--- config.mk ---
export PLATFORM = sky130hd
export DESIGN_NAME = adc_sequencer
export DESIGN_NICKNAME = d
export VERILOG_FILES = /design/src/common/adc_seq_pkg.sv /design/src/rtl/axil_reg_slave.sv /design/src/rtl/adc_sequencer.sv
export VERILOG_INCLUDE_DIRS = /design/src /design/src/common
export SDC_FILE = /design/constraint.sdc
export NUM_CORES = 1
export LEC_CHECK = 0
export BUFFER_PORTS_ARGS = -buffer_cell sky130_fd_sc_hd__buf_2
export CAP_MARGIN = 0
export CORE_MARGIN = 4
export CORE_UTILIZATION = 64
export DETAILED_ROUTE_END_ITERATION = 6
export HOLD_SLACK_MARGIN = 0.05
export PLACE_DENSITY = 0.85
export SLEW_MARGIN = 10
export SYNTH_ARGS = -nofsm -noshare
export SYNTH_HDL_FRONTEND = slang
export SYNTH_SLANG_ARGS = --single-unit
export TNS_END_PERCENT = 1
--- constraint.sdc ---
create_clock -name clk -period 20.6 [get_ports clk]
set_clock_uncertainty 0.2 [all_clocks]
set_input_delay 1.03 -clock clk [delete_from_list [all_inputs] [get_ports clk]]
set_output_delay 1.03 -clock clk [all_outputs]
set_load 0.01 [all_outputs]
--- src/common/adc_seq_consts.svh ---
`ifndef ADC_SEQ_CONSTS_SVH
`define ADC_SEQ_CONSTS_SVH

// clock and fixed conversion counts
`define CLK_MHZ         200
`define K1_DEF          4352
`define K2_DEF          17408
`define K3_DEF          25600
`define CNT_W           15
`define RES_W           13
`define CIN_W           14

// fixed part of the data-valid wait in self-triggering mode
`define DAV_FIXED_NS    20000
`define DAV_FIXED_CYC   ((`DAV_FIXED_NS * `CLK_MHZ + 999) / 1000)

// interval of 2N at which N passes full scale by half a step
`define OVR_T5          15'h3fff
`define CIN_MAX         14'h3fff
`define N_MAX           14'h1fff
`define SETTLE_LAST     3'h4
`define POS_FS          13'h0fff
`define NEG_FS          13'h1000

// register map, byte addresses
`define ADDR_W          8
`define REG_CTRL        8'h00
`define REG_DAV         8'h04
`define REG_STATUS      8'h08
`define REG_RESULT      8'h0c
`define CTRL_AUTO_BIT   0
`define CTRL_RST        1'b0
`define DAV_RST         32'h0000_0000
`define RESP_OKAY       2'b00
`define RESP_SLVERR     2'b10

`endif

--- src/common/adc_seq_pkg.sv ---
package adc_seq_pkg;

  // sequencer phases, one-hot
  typedef enum logic [9:0] {
    ST_IDLE   = 10'b00_0000_0001,
    ST_ARM    = 10'b00_0000_0010,
    ST_PH0    = 10'b00_0000_0100,
    ST_PH1    = 10'b00_0000_1000,
    ST_PH2    = 10'b00_0001_0000,
    ST_PH3    = 10'b00_0010_0000,
    ST_PH4    = 10'b00_0100_0000,
    ST_TAIL   = 10'b00_1000_0000,
    ST_SETTLE = 10'b01_0000_0000,
    ST_DAV    = 10'b10_0000_0000
  } seq_state_t;

endpackage

--- src/rtl/axil_reg_slave.sv ---
`timescale 1ns/1ps
`include "adc_seq_consts.svh"

module axil_reg_slave
  import adc_seq_pkg::*;
(
  // clock, enable, synchronised reset
  input  wire logic                clk,
  input  wire logic                ce,
  input  wire logic                rst_s,
  // axi4-lite slave
  input  wire logic [`ADDR_W-1:0]  s_axi_awaddr,
  input  wire logic                s_axi_awvalid,
  output logic                     s_axi_awready,
  input  wire logic [31:0]         s_axi_wdata,
  input  wire logic [3:0]          s_axi_wstrb,
  input  wire logic                s_axi_wvalid,
  output logic                     s_axi_wready,
  output logic [1:0]               s_axi_bresp,
  output logic                     s_axi_bvalid,
  input  wire logic                s_axi_bready,
  input  wire logic [`ADDR_W-1:0]  s_axi_araddr,
  input  wire logic                s_axi_arvalid,
  output logic                     s_axi_arready,
  output logic [31:0]              s_axi_rdata,
  output logic [1:0]               s_axi_rresp,
  output logic                     s_axi_rvalid,
  input  wire logic                s_axi_rready,
  // register file side
  output logic                     wr_stb,
  output logic [`ADDR_W-1:0]       wr_addr,
  output logic [31:0]              wr_data,
  output logic [3:0]               wr_strb,
  input  wire logic                wr_ok,
  output logic [`ADDR_W-1:0]       rd_addr,
  input  wire logic [31:0]         rd_data,
  input  wire logic                rd_ok
);

  logic aw_held;
  logic w_held;

  // each channel is taken on its own, the write fires once both are held and no write response is pending
  assign s_axi_awready = ~aw_held;
  assign s_axi_wready  = ~w_held;
  assign wr_stb        = ce & aw_held & w_held & ~s_axi_bvalid;
  assign s_axi_arready = ~s_axi_rvalid;
  assign rd_addr       = s_axi_araddr;

  // write address and data capture
  always_ff @(posedge clk or negedge rst_s) begin
    if (!rst_s) begin
      aw_held <= 1'b0;
      w_held  <= 1'b0;
      wr_addr <= '0;
      wr_data <= '0;
      wr_strb <= '0;
    end else if (ce) begin
      if (s_axi_awvalid && !aw_held) begin
        aw_held <= 1'b1;
        wr_addr <= s_axi_awaddr;
      end else if (wr_stb) begin
        aw_held <= 1'b0;
      end
      if (s_axi_wvalid && !w_held) begin
        w_held  <= 1'b1;
        wr_data <= s_axi_wdata;
        wr_strb <= s_axi_wstrb;
      end else if (wr_stb) begin
        w_held <= 1'b0;
      end
    end
  end

  // write response and read answer
  always_ff @(posedge clk or negedge rst_s) begin
    if (!rst_s) begin
      s_axi_bvalid <= 1'b0;
      s_axi_bresp  <= `RESP_OKAY;
      s_axi_rvalid <= 1'b0;
      s_axi_rresp  <= `RESP_OKAY;
      s_axi_rdata  <= '0;
    end else if (ce) begin
      if (wr_stb) begin
        s_axi_bvalid <= 1'b1;
        s_axi_bresp  <= wr_ok ? `RESP_OKAY : `RESP_SLVERR;
      end else if (s_axi_bready) begin
        s_axi_bvalid <= 1'b0;
      end
      if (s_axi_arvalid && !s_axi_rvalid) begin
        s_axi_rvalid <= 1'b1;
        s_axi_rdata  <= rd_ok ? rd_data : 32'h0000_0000;
        s_axi_rresp  <= rd_ok ? `RESP_OKAY : `RESP_SLVERR;
      end else if (s_axi_rready) begin
        s_axi_rvalid <= 1'b0;
      end
    end
  end

endmodule

--- src/rtl/adc_sequencer.sv ---
`timescale 1ns/1ps
`include "adc_seq_consts.svh"

module adc_sequencer
  import adc_seq_pkg::*;
#(
  parameter int K1_COUNT = `K1_DEF,
  parameter int K2_COUNT = `K2_DEF,
  parameter int K3_COUNT = `K3_DEF
) (
  // clock, enable, reset
  input  wire logic                clk,
  input  wire logic                ce,
  input  wire logic                rst_n,
  // axi4-lite slave
  input  wire logic [`ADDR_W-1:0]  s_axi_awaddr,
  input  wire logic                s_axi_awvalid,
  output logic                     s_axi_awready,
  input  wire logic [31:0]         s_axi_wdata,
  input  wire logic [3:0]          s_axi_wstrb,
  input  wire logic                s_axi_wvalid,
  output logic                     s_axi_wready,
  output logic [1:0]               s_axi_bresp,
  output logic                     s_axi_bvalid,
  input  wire logic                s_axi_bready,
  input  wire logic [`ADDR_W-1:0]  s_axi_araddr,
  input  wire logic                s_axi_arvalid,
  output logic                     s_axi_arready,
  output logic [31:0]              s_axi_rdata,
  output logic [1:0]               s_axi_rresp,
  output logic                     s_axi_rvalid,
  input  wire logic                s_axi_rready,
  // conversion control and comparator
  input  wire logic                conversion_trigger,
  input  wire logic                comparator_level,
  // integrator switches
  output logic                     first_integrator_switch,
  output logic                     second_integrator_switch,
  output logic                     third_integrator_switch,
  // count pulse loop
  output logic                     count_pulse_output,
  input  wire logic                count_pulse_input,
  // three-state enables
  input  wire logic                lower_bits_output_enable,
  input  wire logic                upper_bits_output_enable,
  input  wire logic                status_output_enable,
  // three-state result and status
  output logic [`RES_W-1:0]        result_bits,
  output logic [`RES_W-1:0]        result_bits_oe,
  output logic                     conversion_active,
  output logic                     conversion_active_oe,
  output logic                     conversion_idle,
  output logic                     conversion_idle_oe,
  output logic                     out_of_range_flag,
  output logic                     out_of_range_flag_oe
);

  seq_state_t         state;
  seq_state_t         next_state;
  logic [1:0]         rst_q;
  logic               rst_s;
  logic [5:0]         pin_raw;
  logic [5:0]         sync1;
  logic [5:0]         sync2;
  logic [2:0]         edge_d;
  logic [`CNT_W-1:0]  k1_cnt;
  logic [`CNT_W-1:0]  k2_cnt;
  logic [`CNT_W-1:0]  k3_cnt;
  logic [`CNT_W-1:0]  t5_cnt;
  logic [`CIN_W-1:0]  cin_cnt;
  logic [2:0]         settle_cnt;
  logic [31:0]        dav_cnt;
  logic [31:0]        dav_reg;
  logic               ctrl_auto;
  logic               half;
  logic               neg_ovr;
  logic               wr_stb;
  logic [`ADDR_W-1:0] wr_addr;
  logic [31:0]        wr_data;
  logic [3:0]         wr_strb;
  logic [`ADDR_W-1:0] rd_addr;
  logic [31:0]        rd_data;

  // reset release through two flops
  always_ff @(posedge clk or negedge rst_n) begin
    if (!rst_n) begin
      rst_q <= 2'b00;
    end else begin
      rst_q <= {rst_q[0], 1'b1};
    end
  end
  assign rst_s = rst_q[1];

  // pin synchronisers: trigger, comparator, count in, lower, upper, status
  assign pin_raw = {status_output_enable, upper_bits_output_enable,
                    lower_bits_output_enable, count_pulse_input,
                    comparator_level, conversion_trigger};
  for (genvar i = 0; i < 6; i++) begin : g_sync
    always_ff @(posedge clk or negedge rst_s) begin
      if (!rst_s) begin
        sync1[i] <= 1'b0;
        sync2[i] <= 1'b0;
      end else if (ce) begin
        sync1[i] <= pin_raw[i];
        sync2[i] <= sync1[i];
      end
    end
  end

  // edge history of trigger, comparator and count in
  always_ff @(posedge clk or negedge rst_s) begin
    if (!rst_s) begin
      edge_d <= 3'b000;
    end else if (ce) begin
      edge_d <= sync2[2:0];
    end
  end

  wire trig_s      = sync2[0];
  wire trig_rise   = sync2[0] & ~edge_d[0];
  wire comp_change = sync2[1] ^ edge_d[1];
  wire comp_fall   = ~sync2[1] & edge_d[1];
  wire cin_rise    = sync2[2] & ~edge_d[2];
  wire in_ph1      = (state == ST_PH1);
  wire k1_end      = in_ph1 && (k1_cnt == `CNT_W'(K1_COUNT - 1));
  wire k2_end      = (state == ST_PH3) && (k2_cnt == `CNT_W'(K2_COUNT - 1));
  wire k3_run      = (state == ST_PH3) || (state == ST_PH4) || (state == ST_TAIL);
  wire k3_end      = ((state == ST_PH4) || (state == ST_TAIL)) &&
                     (k3_cnt == `CNT_W'(K3_COUNT - 1));
  wire settle_end  = (state == ST_SETTLE) && (settle_cnt == `SETTLE_LAST);
  wire [32:0] dav_limit = 33'(dav_reg) + 33'(`DAV_FIXED_CYC - 1);
  wire dav_end     = (state == ST_DAV) && (33'(dav_cnt) >= dav_limit);
  wire pos_ovr     = (t5_cnt >= `OVR_T5) || (cin_cnt > `N_MAX);
  wire [`RES_W-1:0] mapped = {~cin_cnt[12], cin_cnt[11:0]};
  wire active_next = (next_state != ST_IDLE) && (next_state != ST_DAV);

  // phase sequencing
  always_comb begin
    next_state = state;
    case (state)
      ST_IDLE:   if (trig_s) next_state = ST_ARM;
      ST_ARM:    if (!trig_s) next_state = ST_PH0;
      ST_PH0:    if (comp_change) next_state = ST_PH1;
      ST_PH1:    if (k1_end) next_state = ST_PH2;
      ST_PH2:    if (comp_fall) next_state = ST_PH3;
      ST_PH3:    if (k2_end) next_state = ST_PH4;
      ST_PH4: begin
        if (comp_fall) next_state = ST_TAIL;
        else if (k3_end) next_state = ST_SETTLE;
      end
      ST_TAIL:   if (k3_end) next_state = ST_SETTLE;
      ST_SETTLE: if (settle_end) next_state = ctrl_auto ? ST_DAV : ST_IDLE;
      ST_DAV:    if (dav_end) next_state = ST_PH0;
      default:   next_state = ST_IDLE;
    endcase
    if (trig_rise && state != ST_IDLE) next_state = ST_ARM;
  end

  // state, switches and status flops
  always_ff @(posedge clk or negedge rst_s) begin
    if (!rst_s) begin
      state                    <= ST_IDLE;
      first_integrator_switch  <= 1'b0;
      second_integrator_switch <= 1'b0;
      third_integrator_switch  <= 1'b0;
      conversion_active        <= 1'b0;
      conversion_idle          <= 1'b1;
    end else if (ce) begin
      state                    <= next_state;
      first_integrator_switch  <= (next_state == ST_PH1);
      second_integrator_switch <= (next_state == ST_PH0) || (next_state == ST_PH2)
                                  || (next_state == ST_PH4);
      third_integrator_switch  <= (next_state == ST_PH3);
      conversion_active        <= active_next;
      conversion_idle          <= ~active_next;
    end
  end

  // fixed counters: first and second from reset crossing, third from phase two end
  always_ff @(posedge clk or negedge rst_s) begin
    if (!rst_s) begin
      k1_cnt <= '0;
      k2_cnt <= '0;
      k3_cnt <= '0;
    end else if (ce) begin
      k1_cnt <= in_ph1 ? k1_cnt + 1'b1 : '0;
      k2_cnt <= (state == ST_PH0) ? '0 : k2_cnt + 1'b1;
      k3_cnt <= k3_run ? k3_cnt + 1'b1 : '0;
    end
  end

  // final interval, divide by two and count pulse loop
  always_ff @(posedge clk or negedge rst_s) begin
    if (!rst_s) begin
      t5_cnt             <= '0;
      half               <= 1'b0;
      count_pulse_output <= 1'b0;
      cin_cnt            <= '0;
      neg_ovr            <= 1'b0;
      settle_cnt         <= '0;
    end else if (ce) begin
      // interval is held through settle so the overrange test still sees it
      t5_cnt             <= (state == ST_TAIL) ? t5_cnt + 1'b1 :
                            ((k3_run || state == ST_SETTLE) ? t5_cnt : '0);
      half               <= (state == ST_TAIL) & ~half;
      count_pulse_output <= (state == ST_TAIL) & half;
      if (state == ST_PH4 && !k3_end) begin
        cin_cnt <= '0;
      end else if (cin_rise && cin_cnt != `CIN_MAX) begin
        cin_cnt <= cin_cnt + 1'b1;
      end
      if (state == ST_PH3) begin
        neg_ovr <= 1'b0;
      end else if (state == ST_PH4 && k3_end) begin
        neg_ovr <= 1'b1;
      end
      settle_cnt <= (state == ST_SETTLE) ? settle_cnt + 1'b1 : '0;
    end
  end

  // result latch once the looped pulses have arrived
  always_ff @(posedge clk or negedge rst_s) begin
    if (!rst_s) begin
      result_bits       <= '0;
      out_of_range_flag <= 1'b0;
    end else if (ce && settle_end) begin
      result_bits       <= neg_ovr ? `NEG_FS : (pos_ovr ? `POS_FS : mapped);
      out_of_range_flag <= neg_ovr | pos_ovr;
    end
  end

  // three-state enables follow the synchronised enable pins
  assign result_bits_oe       = {{5{sync2[4]}}, {8{sync2[3]}}};
  assign conversion_active_oe = sync2[5];
  assign conversion_idle_oe   = sync2[5];
  assign out_of_range_flag_oe = sync2[5];

  // data-valid wait counter
  always_ff @(posedge clk or negedge rst_s) begin
    if (!rst_s) begin
      dav_cnt <= '0;
    end else if (ce) begin
      dav_cnt <= (state == ST_DAV) ? dav_cnt + 1'b1 : '0;
    end
  end

  // register decode
  wire sel_ctrl = (wr_addr == `REG_CTRL);
  wire sel_dav  = (wr_addr == `REG_DAV);
  wire wr_ok    = sel_ctrl | sel_dav;
  wire rd_ok    = (rd_addr == `REG_CTRL) || (rd_addr == `REG_DAV) ||
                  (rd_addr == `REG_STATUS) || (rd_addr == `REG_RESULT);
  assign rd_data = (rd_addr == `REG_CTRL)   ? {31'h0000_0000, ctrl_auto} :
                   (rd_addr == `REG_DAV)    ? dav_reg :
                   (rd_addr == `REG_STATUS) ? {20'h00000, state, out_of_range_flag,
                                               conversion_active} :
                   (rd_addr == `REG_RESULT) ? {19'h00000, result_bits} : 32'h0000_0000;

  // control register
  always_ff @(posedge clk or negedge rst_s) begin
    if (!rst_s) begin
      ctrl_auto <= `CTRL_RST;
    end else if (ce && wr_stb && sel_ctrl && wr_strb[0]) begin
      ctrl_auto <= wr_data[`CTRL_AUTO_BIT];
    end
  end

  // data-valid interval register, one byte lane each
  for (genvar b = 0; b < 4; b++) begin : g_dav
    always_ff @(posedge clk or negedge rst_s) begin
      if (!rst_s) begin
        dav_reg[8*b +: 8] <= 8'(`DAV_RST >> (8*b));
      end else if (ce && wr_stb && sel_dav && wr_strb[b]) begin
        dav_reg[8*b +: 8] <= wr_data[8*b +: 8];
      end
    end
  end

  axil_reg_slave u_bus (
    .clk           (clk),
    .ce            (ce),
    .rst_s         (rst_s),
    .s_axi_awaddr  (s_axi_awaddr),
    .s_axi_awvalid (s_axi_awvalid),
    .s_axi_awready (s_axi_awready),
    .s_axi_wdata   (s_axi_wdata),
    .s_axi_wstrb   (s_axi_wstrb),
    .s_axi_wvalid  (s_axi_wvalid),
    .s_axi_wready  (s_axi_wready),
    .s_axi_bresp   (s_axi_bresp),
    .s_axi_bvalid  (s_axi_bvalid),
    .s_axi_bready  (s_axi_bready),
    .s_axi_araddr  (s_axi_araddr),
    .s_axi_arvalid (s_axi_arvalid),
    .s_axi_arready (s_axi_arready),
    .s_axi_rdata   (s_axi_rdata),
    .s_axi_rresp   (s_axi_rresp),
    .s_axi_rvalid  (s_axi_rvalid),
    .s_axi_rready  (s_axi_rready),
    .wr_stb        (wr_stb),
    .wr_addr       (wr_addr),
    .wr_data       (wr_data),
    .wr_strb       (wr_strb),
    .wr_ok         (wr_ok),
    .rd_addr       (rd_addr),
    .rd_data       (rd_data),
    .rd_ok         (rd_ok)
  );
endmodule

==> results of run 1 <==
==> layout make-up <==
type                       count  share of cell area
multi-input combinational    967               0.421
inverter                      21             0.00506
timing repair buffer         147              0.0485
clock buffer                  36              0.0521
tap                          275              0.0221
clock inverter                18              0.0125
sequential                   273               0.439
==> logic make-up after synthesis <==
| group | Yosys count | share of synthesized area |
|---|---|---|
| buffers and inverters | 89 | 0.0309 |
| AOI/OAI and AO/OA | 214 | 0.103 |
| other | 2 | 0.000544 |
| DFF | 273 | 0.495 |
| and+or+nand+nor | 496 | 0.179 |
| xor gates and xnor gates | 102 | 0.0647 |
| adders and majority gates | 42 | 0.0380 |
| muxes | 110 | 0.0889 |
==> worst max-delay path: cells and delay by family, from the launching register on <==
family | cells | cell delay [ps]
xor+xnor | 1 | 130
flops | 1 | 480
compound gates | 6 | 1580
simple gates | 6 | 1840
fa+ha+maj | 1 | 300
==> synth_stat cells, types with 3 or more instances <==
| master | count |
|---|---|
| nor3_1 | 21 |
| buf_4 | 18 |
| a22o_1 | 20 |
| nand3b_1 | 3 |
| o211ai_1 | 6 |
| o21ai_0 | 69 |
| buf_2 | 8 |
| a21o_1 | 8 |
| xnor2_1 | 30 |
| clkbuf_1 | 38 |
| or3_1 | 11 |
| nor2_1 | 133 |
| nor2b_1 | 12 |
| nand4_1 | 32 |
| nor4_2 | 3 |
| or4_1 | 3 |
| mux2i_1 | 8 |
| xor2_1 | 72 |
| nand3_1 | 60 |
| a31oi_1 | 4 |
| and4_1 | 10 |
| dfrtp_1 | 271 |
| nor4_1 | 7 |
| a211oi_1 | 4 |
| and3_1 | 31 |
| ha_1 | 42 |
| nand2_1 | 137 |
| and2_1 | 7 |
| o22a_1 | 3 |
| a22oi_1 | 12 |
| mux2_2 | 102 |
| a21oi_1 | 39 |
| nand2b_1 | 5 |
| o2bb2ai_1 | 13 |
| o31ai_1 | 7 |
| inv_1 | 21 |
==> power by group <==
group / total (mW) / switching (mW) / internal, mW
clock: 0.543 / 0.224 / 0.319
sequential: 0.675 / 0.0653 / 0.610
combinational: 0.221 / 0.117 / 0.104
total: 1.44 / 0.406 / 1.03
==> metal layers <==
layer / GRT usage / vias to the layer above / routed length, um
met3: 0.0531 / 100 / 2690
met5: 0 / - / 0
met2: 0.450 / 469 / 16000
met4: 0.0849 / 0 / 995
li1: - / 4936 / -
met1: 0.401 / 5389 / 14300
==> worst max path at each step <==
| stage | from | to | cells after the start |
|---|---|---|---|
| after floorplan | rst_q[1] | cin_cnt[0] | 0 |
| after global placement | ce | u_bus.s_axi_rdata[18] | 7 |
| after detailed placement | ce | u_bus.s_axi_rdata[19] | 7 |
| after CTS | dav_reg[3] | second_integrator_switch | 14 |
| after global routing | dav_reg[3] | second_integrator_switch | 14 |
| final | dav_reg[3] | second_integrator_switch | 14 |
==> repair_timing <==
| item | in CTS | in global routing |
|---|---|---|
| gates resized for setup | 0 | 0 |
| setup buffers | 0 | 0 |
| hold buffers | 1 | 0 |
| endpoints found under the setup margin | 0 | 0 |
| hold endpoints to repair | 2 | 0 |
==> metrics by stage <==
stage                     instances  instance area, um2  power (mW)  hold WS, ps
after floorplan                1329               13800       0.830          131
after global placement         1682               14600       0.881          142
after detailed placement       1682               14600       0.897          137
after CTS                      1737               15600        1.44          160
after global routing           1737               15600        1.50          169
final                          1737               15600        1.44          156
==> key figures, run 1 <==
Outcome
  – Status: finished, violations left
  – Failing checks: DRC

Final layout
  – Inserted Diodes: 0
  – Area delta synth->final: 12.8%
  – Fill count: between 1,000 and 1,500
  – Share of cells above drive strength 1: 0.221
  – Commonest non-fill, non-tap cell in the layout: dfrtp_1
  – Leading cell types in the layout, fill and taps excluded: 270 x dfrtp_1, 140 x buf_2, 137 x nand2_1
  – Footprint of the multi-input gates: between 6000 and 7000 um2
  – # nets final: around 1,500
  – Final Core Density: 0.737
  – Flip-flop and latch area: just under 7000 um2

Synthesis
  – Synth warnings: 0
  – Register area share after synthesis: 0.495
  – Post-synth top area cell: dfrtp_1
  – Post-Syn Area per Cell: approximately 10 um2
  – Main flop type after synthesis: dfrtp_1
  – Top cells by area, synth: dfrtp_1 49%, mux2_2 8.3%, xor2_1 4.6%
  – Unique cell type count in the Yosys netlist: 77
  – Async SR Flop Fraction: 1.00
  – Number of synthesized flops with an enable pin: 0
  – #FFs+latches synth: 273
  – Synthesized instance count: 1,328
  – Mapped cell area: 13,800 um2
  – Synth top area share: 0.491

Place
  – DP HPWL: 23.6 mm
  – Place WS: 16,040 ps
  – Final Wtd Congestion: 0.920
  – PortBufs: 140

Power
  – Power per cell area: 92.3 nW/um2
  – Worst VDD drop: between 0.08 and 0.09 mV
  – Leak Pwr: 7.36 nW

Clock network
  – Num CTS Buffers: 29
  – CTS tree: yes
  – Clock root cell: clkbuf_16
  – Clock transition at the registers of the reported paths: 60 ps
  – Clock tree buffer depth: 3
  – Worst skew pair latency: 550 ps
  – CTS H-tree depth: 1
  – # clock sinks: around 270

Worst setup path
  – Setup crit start kind: flip-flop
  – Critical path class: flip-flop to flip-flop
  – Slowest stage delay, CP: roughly 540 ps
  – FF-to-FF path depth: 14
  – Worst r2r dst: second_integrator_switch
  – Worst reg2reg startpoint: dav_reg[3]
  – CP required: 20,870 ps
  – Critical-path cell list: or4_1 -> o21bai_1 -> nand3_1 -> and2_1 -> and4_1 -> xnor2_1 -> ha_1 -> nand4_1 -> nor4_1 -> a21o_1 -> a21oi_1 -> a31oi_1 -> o211ai_1 -> o211ai_1
  – Worst path most repeated cell: o211ai_1
  – Setup crit end kind: flip-flop
  – Worst path slowest cell: or4_1
  – CP max FO: 6
  – R2r setup slk: 15,990 ps
  – Worst EP arrival: 4880 ps

Routing
  – Routed Wire Length: 34.0 mm
  – Via density per instance: 6.27
  – Final ANT Viol Nets: 0
  – DR DRC count: 2
  – Via count: 10,894
  – DRT Pass-1 Iters: 7
  – Starting DRC count in detailed routing: around 960
  – WL per Instance: 19.6 um

Die
  – Core Region: 21,200 um2
  – Full die area: between 20,000 and 25,000 um2
  – Initial Util: 0.653
  – # rows: 53
  – DIE WIDTH: 155 um
  – Die height: roughly 150 um
  – Io pins: 143

Timing
  – Measured slew at the worst slew-check pin: ~1100 ps
  – Max Slew Vio Count: 0
  – Period utilization: 0.224
  – Minimum clock period: 4610 ps
  – Fin. Hold Viols: 0
  – Max Freq: 0.217 GHz
  – Final Setup Violations: 0
  – Final Worst Setup Slack: between 15,000 and 20,000 ps
  – Unrepaired setup endpoints after global routing: no
  – Total negative slack: 0 ps
  – Worst rel slew slack: 0.298

Global routing
  – Pin count of the biggest net entering global routing: 84
  – Vias in the first global route: 10,836
  – All-Layer GR Usage: 0.283
  – Antenna violations before repair: 0
  – Global route total overflow: 0
  – First-pass GRT wire length: 55.6 mm

Worst hold path
  – Worst min path class: flip-flop to async pin

Job
  – Max-cap viol count: 0
(Power assumes the default switching activity.)
==> inputs of run 2 (changes only) <==
- ABC_AREA: default -> 1
- CORE_UTILIZATION: 64 -> 60
- PLACE_DENSITY: 0.85 -> 0.8
- clock period: 20.6 -> 4.5 ns (I/O delays scaled with it)
==> key figures, run 2 <==
Routing
  – DRT Pass-1 Iters: 7 (unchanged)
  – Starting DRC count in detailed routing: 1,075 (+12%)
  – Final ANT Viol Nets: 0 (unchanged)
  – Routed Wire Length: 39.0 mm (+15%)
  – Via density per instance: 5.67 (-9.5%)
  – Via count: 13,075 (+20%)
  – DR DRC count: 0 (-2)
  – WL per Instance: 16.9 um (-13%)

Clock network
  – # clock sinks: 273 (unchanged)
  – Num CTS Buffers: 29 (unchanged)
  – Worst skew pair latency: 560 ps (about the same)
  – CTS H-tree depth: 1 (unchanged)
  – Clock transition at the registers of the reported paths: 60 ps (about the same)
  – CTS tree: yes
  – Clock root cell: clkbuf_16
  – Clock tree buffer depth: 3 (unchanged)

Global routing
  – All-Layer GR Usage: 0.292 (+0.00907)
  – Antenna violations before repair: 0 (unchanged)
  – GR Layer Usage met2: 0.473 (+0.0229)
  – Grt met3 use: 0.0482 (-0.00495)
  – Global route total overflow: 0 (unchanged)
  – GRT met1 Usage: 0.394 (-0.00717)
  – Vias in the first global route: 12,879 (+19%)
  – Pin count of the biggest net entering global routing: 95 (+13%)
  – First-pass GRT wire length: 64.0 mm (+15%)
  – Most used routing layer: met2

Synthesis
  – Post-Syn Area per Cell: 8.23 um2 (-21%)
  – Number of synthesized flops with an enable pin: 0 (unchanged)
  – Top cells by area, synth: dfrtp_1 46%, nand2_1 9.7%, inv_1 5.4%
  – Unique cell type count in the Yosys netlist: 56 (-27%)
  – Mapped cell area: 14,700 um2 (+6.1%)
  – Synthesized instance count: 1,780 (+34%)
  – #FFs+latches synth: 273 (unchanged)
  – Top post-synthesis cells by count: 377 x nand2_1, 271 x dfrtp_1, 212 x inv_1
  – Post-synth top area cell: dfrtp_1
  – Synth top area share: 0.463 (-0.0282)
  – Register area share after synthesis: 0.466 (-0.0284)
  – Main flop type after synthesis: dfrtp_1
  – Async SR Flop Fraction: 1.00 (unchanged)
  – Synth warnings: 0 (unchanged)
  – Most numerous cell in the Yosys netlist: nand2_1

Timing
  – Max Slew Vio Count: 0 (unchanged)
  – Fin. Hold Viols: 0 (unchanged)
  – Measured slew at the worst slew-check pin: 835 ps (-217 ps)
  – Total negative slack: 0 ps (unchanged)
  – Minimum clock period: 3810 ps (-800 ps)
  – Period utilization: 0.847 (+0.624)
  – Max Freq: 0.262 GHz (+21%)
  – Worst rel slew slack: 0.443 (+0.146)
  – Final Setup Violations: 0 (unchanged)
  – Final Worst Setup Slack: 687 ps (-15,300 ps)
  – Unrepaired setup endpoints after global routing: no

Worst setup path
  – CP required: 4750 ps (-16,120 ps)
  – R2r setup slk: 690 ps (-15,300 ps)
  – Setup crit start kind: flip-flop
  – Critical path class: flip-flop to flip-flop
  – FF-to-FF path depth: 25 (+11)
  – Critical path startpoint: dav_reg[0]
  – Worst r2r dst: state[2]
  – Setup crit end kind: flip-flop
  – Worst reg2reg startpoint: dav_reg[0]
  – CP max FO: 5 (-1)
  – Worst EP arrival: 4060 ps (-820 ps)

Final layout
  – Leading cell types in the layout, fill and taps excluded: 377 x nand2_1, 270 x dfrtp_1, 212 x inv_1
  – Share of cells above drive strength 1: 0.147 (-0.0743)
  – Non-filler cells, final: 2,304 (+33%)
  – Area delta synth->final: 17.0%
  – Commonest non-fill, non-tap cell in the layout: nand2_1
  – # nets final: 2,072 (+34%)

Die
  – DIE WIDTH: 164 um (+6.1%)
  – Core Region: 23,800 um2 (+12%)
  – Full die area: 27,000 um2 (+12%)
  – Die height: 164 um (+6.1%)
  – # rows: 56 (+5.7%)
  – Io pins: 143 (unchanged)
  – Initial Util: 0.617 (-0.0360)

Worst hold path
  – WHS Path Cells: 3
  – Worst min path class: input port to flip-flop
  – Hold Startpoint: s_axi_awvalid
  – Hold Path End: u_bus.wr_addr[5]

Power
  – Leak Pwr: 8.30 nW (+13%)
  – Power per cell area: 390 nW/um2 (+320%)
  – Worst VDD drop: 0.325 mV (+260%)

Job
  – Max-cap viol count: 0 (unchanged)

Place
  – Placed Cells: 2,191 (+30%)
  – PortBufs: 140 (unchanged)
  – Final Wtd Congestion: 0.963 (+4.7%)
  – DP HPWL: 26.8 mm (+14%)
  – Place WS: 727 ps (-15,310 ps)

Outcome
  – Status: completed
[run 2: metal layers]
metal | share of wire | up-vias
met1 | 0.42 | 6242
met4 | 0.043 | 0
li1 | - | 6200
met3 | 0.061 | 145
met5 | 0 | -
met2 | 0.48 | 488
[run 2: power breakdown]
part | internal, mW | switching, mW | total (mW)
Clock | 1.50 | 0.990 | 2.49
Combinational | 0.427 | 0.683 | 1.11
Sequential | 2.82 | 0.271 | 3.09
[run 2: worst max-delay path by stage]
| stage | endpoint | slack [ps] |
|---|---|---|
| after floorplan | second_integrator_switch | 1380 |
| after global placement | second_integrator_switch | 940 |
| after detailed placement | state[2] | 730 |
| after CTS | state[2] | 710 |
| after global routing | state[2] | 280 |
| final | state[2] | 690 |
[run 2: per-stage QoR]
| step | power [mW] | hold slack, ps | cell area (um2) | util |
|---|---|---|---|---|
| after floorplan | 3.82 | -271 | 14700 | - |
| after global placement | 4.09 | -189 | 15500 | 0.655 |
| after detailed placement | 4.15 | -188 | 15500 | 0.655 |
| after CTS | 6.67 | 74.4 | 17100 | 0.722 |
| after global routing | 7.02 | 82.3 | 17100 | 0.722 |
| final | 6.69 | 87.0 | 17200 | 0.722 |
[run 2: final cells by class]
cell class / instances / area (um2)
Fill cell: 1767 / 6600
Inverter: 229 / 865
Antenna cell: 1 / 2.50
Clock buffer: 40 / 827
Tap cell: 319 / 399
Sequential cell: 273 / 6840
Timing Repair Buffer: 210 / 1400
Clock inverter: 11 / 161
Multi-Input combinational cell: 1221 / 6660
[run 2: cell families after synthesis]
group	synth area share
muxes	0.0171
other	0.000512
AOI/OAI and AO/OA	0.109
xor gates and xnor gates	0.0323
buffers and inverters	0.0806
DFF	0.466
adders and majority gates	0.0359
and+or+nand+nor	0.258
[run 2: worst max-delay path, cell delays in order (launching register included)]
cell     delay [ps]
dfrtp_1         340
inv_1           110
ha_1            250
nand2_1         140
nand3_1         100
nand2_1         180
nand2_1         200
nor4_2          250
nand2_1         150
nor3_1          210
xor2_1          120
ha_1            300
nand2_1          70
nor2_1          100
nand2_1          50
nor2_1           80
nand3_1          90
nand3_1          70
nand2_1          50
nand2_1          50
inv_1            40
nand2_1         130
nand2_1          80
nand3_1          90
nand2_1          70
o21ai_0         160
[run 2: repair_timing]
item	CTS	global route
hold buffers	61	0
hold endpoints to repair	66	0
setup buffers	0	0
gates resized for setup	0	0
